$ cat config.mk
export PLATFORM = sky130hd
export DESIGN_NAME = crf_core_regfile
export DESIGN_NICKNAME = d
export VERILOG_FILES = /design/src/crf_pkg.sv /design/src/crf_sel_if.sv /design/src/crf_sel.sv /design/src/crf_core_regfile.sv
export SDC_FILE = /design/constraint.sdc
export NUM_CORES = 1
export LEC_CHECK = 0
export BUFFER_PORTS_ARGS = -buffer_cell sky130_fd_sc_hd__buf_2
export CORE_UTILIZATION = 55
export CTS_CLUSTER_DIAMETER = 30
export DETAILED_ROUTE_END_ITERATION = 7
export GPL_TIMING_DRIVEN = 0
export PLACE_DENSITY = 0.76
export REMOVE_ABC_BUFFERS = 1
export SYNTH_ARGS = -nofsm -noshare
export SYNTH_HDL_FRONTEND = slang
export SYNTH_HIERARCHICAL = 1
export SYNTH_SLANG_ARGS = --single-unit
$ cat constraint.sdc
create_clock -name mclk -period 1.8 [get_ports mclk]
set_clock_uncertainty 0.05 [all_clocks]
set_input_delay 0 -clock mclk [delete_from_list [all_inputs] [get_ports mclk]]
set_output_delay 0 -clock mclk [all_outputs]
set_load 0.01 [all_outputs]
$ cat src/crf_pkg.sv
/*
  Package for the core register file: register numbers, widths, reset
  values and enumerations shared by the register file and its helper.
  Assumes nothing beyond a SystemVerilog-2012 compiler.
*/
package crf_pkg;
  // ****************************************************************
  // Sizes and register numbers
  // ****************************************************************
  localparam int          DATA_W        = 32;
  localparam int          IDX_W         = 4;
  localparam int          NUM_GPR       = 13;
  localparam logic [3:0]  LOW_LAST      = 4'h7;
  localparam logic [3:0]  HIGH_LAST     = 4'hC;
  localparam logic [3:0]  SP_IDX        = 4'hD;
  localparam logic [3:0]  LINK_IDX      = 4'hE;
  localparam logic [3:0]  PC_IDX        = 4'hF;
  localparam logic [31:0] GPR_RST       = 32'h0000_0000;
  localparam logic [31:0] SP_RST        = 32'h0000_0000;
  localparam logic [31:0] PC_RST        = 32'h0000_0000;
  localparam logic [31:0] RET_OFFSET    = 32'h0000_0004;
  localparam logic        STACK_SEL_RST = 1'b0;

  // ****************************************************************
  // Encodings
  // ****************************************************************
  typedef enum logic [0:0] {
    CRF_THREAD  = 1'b0,
    CRF_HANDLER = 1'b1
  } crf_mode_t;

  typedef enum logic [0:0] {
    CRF_ENC_SHORT = 1'b0,
    CRF_ENC_LONG  = 1'b1
  } crf_enc_t;
endpackage : crf_pkg

$ cat src/crf_sel_if.sv
/*
  Interface carrying the access checks between the register file and
  its selector helper. Assumes both ends sit on the same clock.
*/
`timescale 1ns/1ps
interface crf_sel_if;
  logic [3:0] idx;
  logic       enc_long;
  logic       handler;
  logic       stack_sel;
  logic       legal;
  logic       use_process;
  logic       is_sp;

  modport top    (output idx, output enc_long, output handler,
                  output stack_sel, input legal, input use_process,
                  input is_sp);
  modport helper (input idx, input enc_long, input handler,
                  input stack_sel, output legal, output use_process,
                  output is_sp);
endinterface : crf_sel_if

$ cat src/crf_sel.sv
/*
  Register selector: decides whether an index may be reached by the
  given encoding and which banked stack pointer stands behind r13.
  Assumes purely combinational use within the core clock domain.
*/
`timescale 1ns/1ps
module crf_sel (
  crf_sel_if.helper s
);
  always_comb begin
    // Short encodings reach only r0..r7; long reach everything
    s.legal = (s.idx <= crf_pkg::LOW_LAST) || s.enc_long;
    s.is_sp = (s.idx == crf_pkg::SP_IDX);
    // Handler mode always uses the main copy
    s.use_process = s.stack_sel && !s.handler;
  end
endmodule : crf_sel

$ cat src/crf_core_regfile.sv
/*
  Core register file of the processor: thirteen general registers
  r0..r12, split into a low set r0..r7 and a high set r8..r12, the
  banked stack pointer r13, the link register r14 and the program
  counter r15, behind one read port and one write port.
  Assumes the decode/execute pipeline on mclk drives every request
  input for one clock and treats rd_illegal or wr_illegal as a refusal
  of the operand it named. Only 32-bit-form operands may name r8..r15;
  a refused write is dropped. Read data is registered, so a write is
  seen by a read issued on the clock after the write edge, and a
  branch target on pc_load overrides a register write to r15.
*/
`timescale 1ns/1ps
module crf_core_regfile #(
  parameter int DATA_W = crf_pkg::DATA_W
) (
  // Clock and reset
  input  wire logic              mclk,
  input  wire logic              sys_rst,
  // Read port
  input  wire logic [3:0]        rd_idx,
  input  wire logic              rd_long,
  output logic      [DATA_W-1:0] rd_data,
  output logic                   rd_illegal,
  // Write port
  input  wire logic              wr_en,
  input  wire logic [3:0]        wr_idx,
  input  wire logic              wr_long,
  input  wire logic [DATA_W-1:0] wr_data,
  output logic                   wr_illegal,
  // Processor mode and stack select
  input  wire logic              handler_mode,
  input  wire logic              stack_sel_wr,
  input  wire logic              stack_sel_val,
  // Program flow
  input  wire logic              link_branch,
  input  wire logic              pc_load,
  input  wire logic [DATA_W-1:0] pc_next,
  output logic      [DATA_W-1:0] pc,
  output logic                   stack_sel
);
  // ****************************************************************
  // State
  // ****************************************************************
  typedef struct packed {
    logic [crf_pkg::NUM_GPR-1:0][DATA_W-1:0] gpr;
    logic [DATA_W-1:0] main_stack_pointer;
    logic [DATA_W-1:0] process_stack_pointer;
    logic [DATA_W-1:0] link;
    logic [DATA_W-1:0] pc;
    logic              stack_sel;
    // Read results are registered so every output is a flip-flop
    logic [DATA_W-1:0] rd_data;
    logic              rd_illegal;
    logic              wr_illegal;
  } crf_state_t;

  crf_state_t st;
  crf_state_t next_st;

  // ****************************************************************
  // Access checks
  // ****************************************************************
  // Read and write operands are checked by separate selectors
  crf_sel_if rs ();
  crf_sel_if ws ();

  crf_sel u_rd_sel (.s(rs.helper));
  crf_sel u_wr_sel (.s(ws.helper));

  assign rs.idx       = rd_idx;
  assign rs.enc_long  = rd_long;
  assign rs.handler   = handler_mode;
  assign rs.stack_sel = st.stack_sel;
  assign ws.idx       = wr_idx;
  assign ws.enc_long  = wr_long;
  assign ws.handler   = handler_mode;
  assign ws.stack_sel = st.stack_sel;

  // ****************************************************************
  // Operand decode
  // ****************************************************************
  // One hit line per general register; r13..r15 decode apart
  wire logic [crf_pkg::NUM_GPR-1:0]             gpr_hit;
  wire logic [crf_pkg::NUM_GPR-1:0][DATA_W-1:0] gpr_next;
  logic                                          wr_ok;
  logic                                          sp_hit;
  logic                                          link_hit;
  logic                                          pc_hit;
  logic                                          rd_gpr;
  logic                                          rd_link;
  logic [DATA_W-1:0]                             sp_view;

  // Write hits are already qualified by wr_en and the access check
  assign wr_ok    = wr_en && ws.legal;
  assign sp_hit   = wr_ok && ws.is_sp;
  assign link_hit = wr_ok && (wr_idx == crf_pkg::LINK_IDX);
  assign pc_hit   = wr_ok && (wr_idx == crf_pkg::PC_IDX);
  assign rd_gpr   = (rd_idx <= crf_pkg::HIGH_LAST);
  assign rd_link  = (rd_idx == crf_pkg::LINK_IDX);

  // Read side sees the copy chosen by mode and select bit
  assign sp_view = rs.use_process ? st.process_stack_pointer
                                  : st.main_stack_pointer;

  // Unselected registers keep their value
  for (genvar g = 0; g < crf_pkg::NUM_GPR; g++) begin : g_gpr
    assign gpr_hit[g]  = wr_ok && (wr_idx == 4'(g));
    assign gpr_next[g] = gpr_hit[g] ? wr_data : st.gpr[g];
  end

  // ****************************************************************
  // Next state
  // ****************************************************************
  always_comb begin
    next_st = st;

    // ****************************************************************
    // Read port
    // ****************************************************************
    // A short-form high index returns zero and is flagged
    // Read data is registered; a write in the same cycle is not bypassed
    next_st.rd_illegal = !rs.legal;
    next_st.rd_data    = '0;
    if (rs.legal) begin
      if (rd_gpr) begin
        next_st.rd_data = st.gpr[rd_idx];
      end else if (rs.is_sp) begin
        next_st.rd_data = sp_view;
      end else if (rd_link) begin
        next_st.rd_data = st.link;
      end else begin
        next_st.rd_data = st.pc;
      end
    end

    // ****************************************************************
    // Write port
    // ****************************************************************
    // A refused write is dropped, not remapped to a low register
    next_st.wr_illegal = wr_en && !ws.legal;
    next_st.gpr        = gpr_next;
    // Only the selected stack copy changes; the other holds
    if (sp_hit) begin
      if (ws.use_process) begin
        next_st.process_stack_pointer = wr_data;
      end else begin
        next_st.main_stack_pointer = wr_data;
      end
    end
    if (link_hit) begin
      next_st.link = wr_data;
    end
    // Register r15 takes the long form only, like any high register
    if (pc_hit) begin
      next_st.pc = wr_data;
    end

    // ****************************************************************
    // Link capture and program counter
    // ****************************************************************
    // Link capture wins over a plain r14 write in the same cycle
    // Return address is pc plus the fixed return offset
    if (link_branch) begin
      next_st.link = st.pc + DATA_W'(crf_pkg::RET_OFFSET);
    end
    // A branch target from the pipeline beats a write to r15
    if (pc_load) begin
      next_st.pc = pc_next;
    end

    // ****************************************************************
    // Thread-mode stack select
    // ****************************************************************
    // Handler mode ignores the bit, but it is still stored
    if (stack_sel_wr) begin
      next_st.stack_sel = stack_sel_val;
    end
  end

  // ****************************************************************
  // Registers
  // ****************************************************************
  always_ff @(posedge mclk) begin
    if (sys_rst) begin
      // Synchronous reset; registers and stack select load package constants, read data and both refusal flags load zero
      st.gpr <= {crf_pkg::NUM_GPR{DATA_W'(crf_pkg::GPR_RST)}};
      st.main_stack_pointer    <= DATA_W'(crf_pkg::SP_RST);
      st.process_stack_pointer <= DATA_W'(crf_pkg::SP_RST);
      st.link                  <= DATA_W'(crf_pkg::GPR_RST);
      st.pc                    <= DATA_W'(crf_pkg::PC_RST);
      st.stack_sel             <= crf_pkg::STACK_SEL_RST;
      st.rd_data               <= '0;
      st.rd_illegal            <= 1'h0;
      st.wr_illegal            <= 1'h0;
    end else begin
      st <= next_st;
    end
  end

  // ****************************************************************
  // Outputs
  // ****************************************************************
  // Every output is a state flip-flop, never decode logic
  assign rd_data    = st.rd_data;
  assign rd_illegal = st.rd_illegal;
  assign wr_illegal = st.wr_illegal;
  assign pc         = st.pc;
  assign stack_sel  = st.stack_sel;
endmodule : crf_core_regfile

==> metrics.yaml <==
place.gp.congestion: 0.854
reg2regPathDepth: 5
cts_buffer_depth: 3
crit_end: "st[96]$_SDFFE_PP0P_"
drive_gt1_share_pct: 22.1
fp.dieH_um: 218
path_clk_slew_ns: 0.05
start_util_pct: 56.2
pwr-share-comb_pct: 6.9
grt-ovfl-total: 0
setup_slack_ns: -0.466
cts-root-buf: "clkbuf_16"
viasPerCell: 6.66
rows: 78
r2r-end: "st[96]$_SDFFE_PP0P_"
crit_required_ns: 2.31
max_stage_delay_ns: 0.63
synth_area_um2: 25700
fin_nets: 3243
timing.fmax_mhz: 441
synth-xor-area-share_pct: 0.341
pre_cts_ws_ns: -1.75
ys_seq_area_share_pct: 45.1
internal_power_mw: 27.8
vias: 25700
hpwlAfterDp_um: 48200
p_seq_share_pct: 36.4
antenna_found_initial: 1
synth_cell_types: 49
die_w_um: 218
numCtsBuffers: 105
htreeDepth: 3
synth_top_area_share_pct: 45.1
worstHoldPathType: "input port to flop"
rsz0062_at_grt: "true"
whs_ns: -0.150
criticalPathCategory: "flop to flop"
clkPwrFrac_pct: 56.7
cp_top_family: "simple AND/OR/NAND/NOR gates"
path_cells: "nand4_1 > buf_4 > or4_4 > or4_4 > a311oi_2"
drcViolationCount: 1
p_sw_share_pct: 24.1
synth_warnings: 6
synth_edf_count: 0
design.die.area_um2: 47600
violations: "design-rule violations, negative hold slack, negative setup slack"
critPathLaunchType: "flop"
clk_latency_ns: 0.66
startpoint: "pc[8]$_SDFFE_PP0P_"
grt_pass1_vias: 24600
path_depth: 5
grt_pass1_wl_um: 138000
period_needed_ns: 2.27
finalSetupViolations: 38
arrival_ns: 2.78
synth_compound_area_share_pct: 17.4
fin_setup_tns_ns: -5.55
critPathCaptureType: "flop"
num_io_pins: 149
cp_common_cell: "or4_4"
drtAntennaViolNets: 0
cts_sinks: 579
postSynthCellCount: 3114
synth_top_family_by_area: "simple AND/OR/NAND/NOR gates"
grt_use_total_pct: 37.7
totalWireLength_um: 95700
tritoncts: "built"
synth_area_leaders: "dfxtp_1 45%, nand2_1 15%, a21oi_1 9.3%"
grt_max_degree: 159
fin_util_pct: 70.1
reg2reg_from: "pc[8]$_SDFFE_PP0P_"
synth_mux_area_share_pct: 10.0
power.leakage_nw: 11.1
synth_fa_ha_area_share_pct: 0.0487
tightest_slew_ns: 1.26
crit_slowest_cell: "or4_4"
yosys.area.top_type: "dfxtp_1"
finalCritPeriodShare_pct: 126
p_sw_mw: 8.82
power.density_nw_per_um2: 1140
final_max_slew_viol_count: 0
finalHoldViolations: 94
p_total_mw: 36.6
synth_flop_cell: "dfxtp_1"
ir_drop_v: 0.000934
r2r_slack_ns: -0.47
syn_to_final_growth_pct: 24.7
io_buffers: 148
core_area_um2: 45800
synth.most_common_cell: "nand2_1"
path_buf_inv: 1
drt-wirelength-per-cell_um: 24.8
synthArstFlopShare_pct: 0
cap_viol_max_count: 0
drtIter0Drc: 4492
ys_seq_elements: 579
dr.pass1.iters: 8
slew_headroom_pct: 16.3
worstPathMaxFanout: 5
ys_top_cells_by_count: "1047 x nand2_1, 579 x dfxtp_1, 480 x a21oi_1"
outcome: "finished, violations left"
syn_area_per_cell_um2: 8.26
yosys.area_share.simple_pct: 19.7
-- metal layers --
layer | global-route usage (%) | vias to the layer above | wire length, µm
li1 | - | 10800 | -
met1 | 46.4 | 12100 | 33600
met2 | 58.9 | 2173 | 42100
met3 | 9.27 | 593 | 13300
met4 | 24.3 | 4 | 6580
met5 | 0 | - | 102
-- power groups by stage --
| stage | Combinational (mW) | Clock [mW] | Sequential [mW] |
|---|---|---|---|
| after floorplan | 0.720 | 0 | 13.5 |
| after global placement | 1.87 | 0 | 13.5 |
| after detailed placement | 1.97 | 0 | 13.5 |
| after CTS | 2.28 | 20.7 | 13.3 |
| after global routing | 2.59 | 21.4 | 13.3 |
| final | 2.53 | 20.7 | 13.3 |
-- state kept, by name (all words and copies together), names as in the netlist --
signal,flops
st,512
stack_sel,1
pc,32
rd_illegal,1
wr_illegal,1
rd_data,32
-- cell usage in the layout (no fill, tap or decap), drive strengths merged, types with 3 or more instances in the layout --
cell	count
a211oi	101
nor3	5
nand2	1048
and2	6
nand3	17
inv	15
xor2	7
a221oi	31
nand4	11
buf	242
a31o	4
nand4b	3
bufinv	18
dfxtp	579
diode	3
clkinvlp	16
nor2	50
clkbuf	129
a311oi	47
dlygate4sd3	77
a31oi	4
and4b	5
o221ai	31
a21oi	480
o21ai	41
mux2	32
mux2i	5
or4	15
o31ai	11
nand2b	8
or3	7
and3	25
clkinv	29
xnor2	3
nor2b	38
and4	5
mux4	96
-- area by class of cell --
cell class | instances | area (µm²)
Clock inverter | 70 | 908
Sequential cell | 579 | 11700
Clock buffer | 126 | 2840
Timing Repair Buffer | 324 | 2960
Antenna cell | 3 | 7.51
Inverter | 8 | 30.0
Multi-Input combinational cell | 2142 | 12900
Fill cell | 3071 | 13700
Tap cell | 600 | 751
-- kinds of logic (layout without fill, tap and decap cells) --
kind of cell	count (synthesis)	count (layout)
AO/OA/AOI/OAI	752	752
buffers and inverters	398	528
flip-flops	579	579
XOR/XNOR	10	10
multiplexers	133	133
adder cells (fa/ha/maj)	1	1
other	0	3
AND/OR/NAND/NOR	1241	1246
-- worst register-to-register path, stage by stage (launching register included) --
cell,delay (ns)
dfxtp_4,0.38
nand4_1,0.14
buf_4,0.18
or4_4,0.63
or4_4,0.56
a311oi_2,0.25
-- how the worst min path moves through the flow --
stage,startpoint,to,depth (start not counted)
6_report,sys_rst,st[200]$_SDFFE_PP0P_,2
5_1_grt,sys_rst,st[237]$_SDFFE_PP0P_,2
4_1_cts,sys_rst,st[456]$_SDFFE_PP0P_,2
3_5_place_dp,stack_sel_val,stack_sel$_SDFFE_PP0P_,3
3_3_place_gp,stack_sel_val,stack_sel$_SDFFE_PP0P_,3
2_1_floorplan,sys_rst,rd_illegal$_SDFF_PP0_,1
-- metrics by stage --
stage                     instances  cell area [µm²]
final                          3852            32100
after global placement         3472            25300
after floorplan                2724            23800
after detailed placement       3510            26200
after CTS                      3835            31600
after global routing           3849            32100
-- repair_timing --
action,in CTS,in global routing
hold endpoints to repair,523,35
pin swaps,34,18
resized for setup,111,58
gates cloned,7,3
hold buffers,78,1
endpoints found under the setup margin,309,249
setup buffers,44,11
No activity file was read; power rests on OpenSTA's default activity.
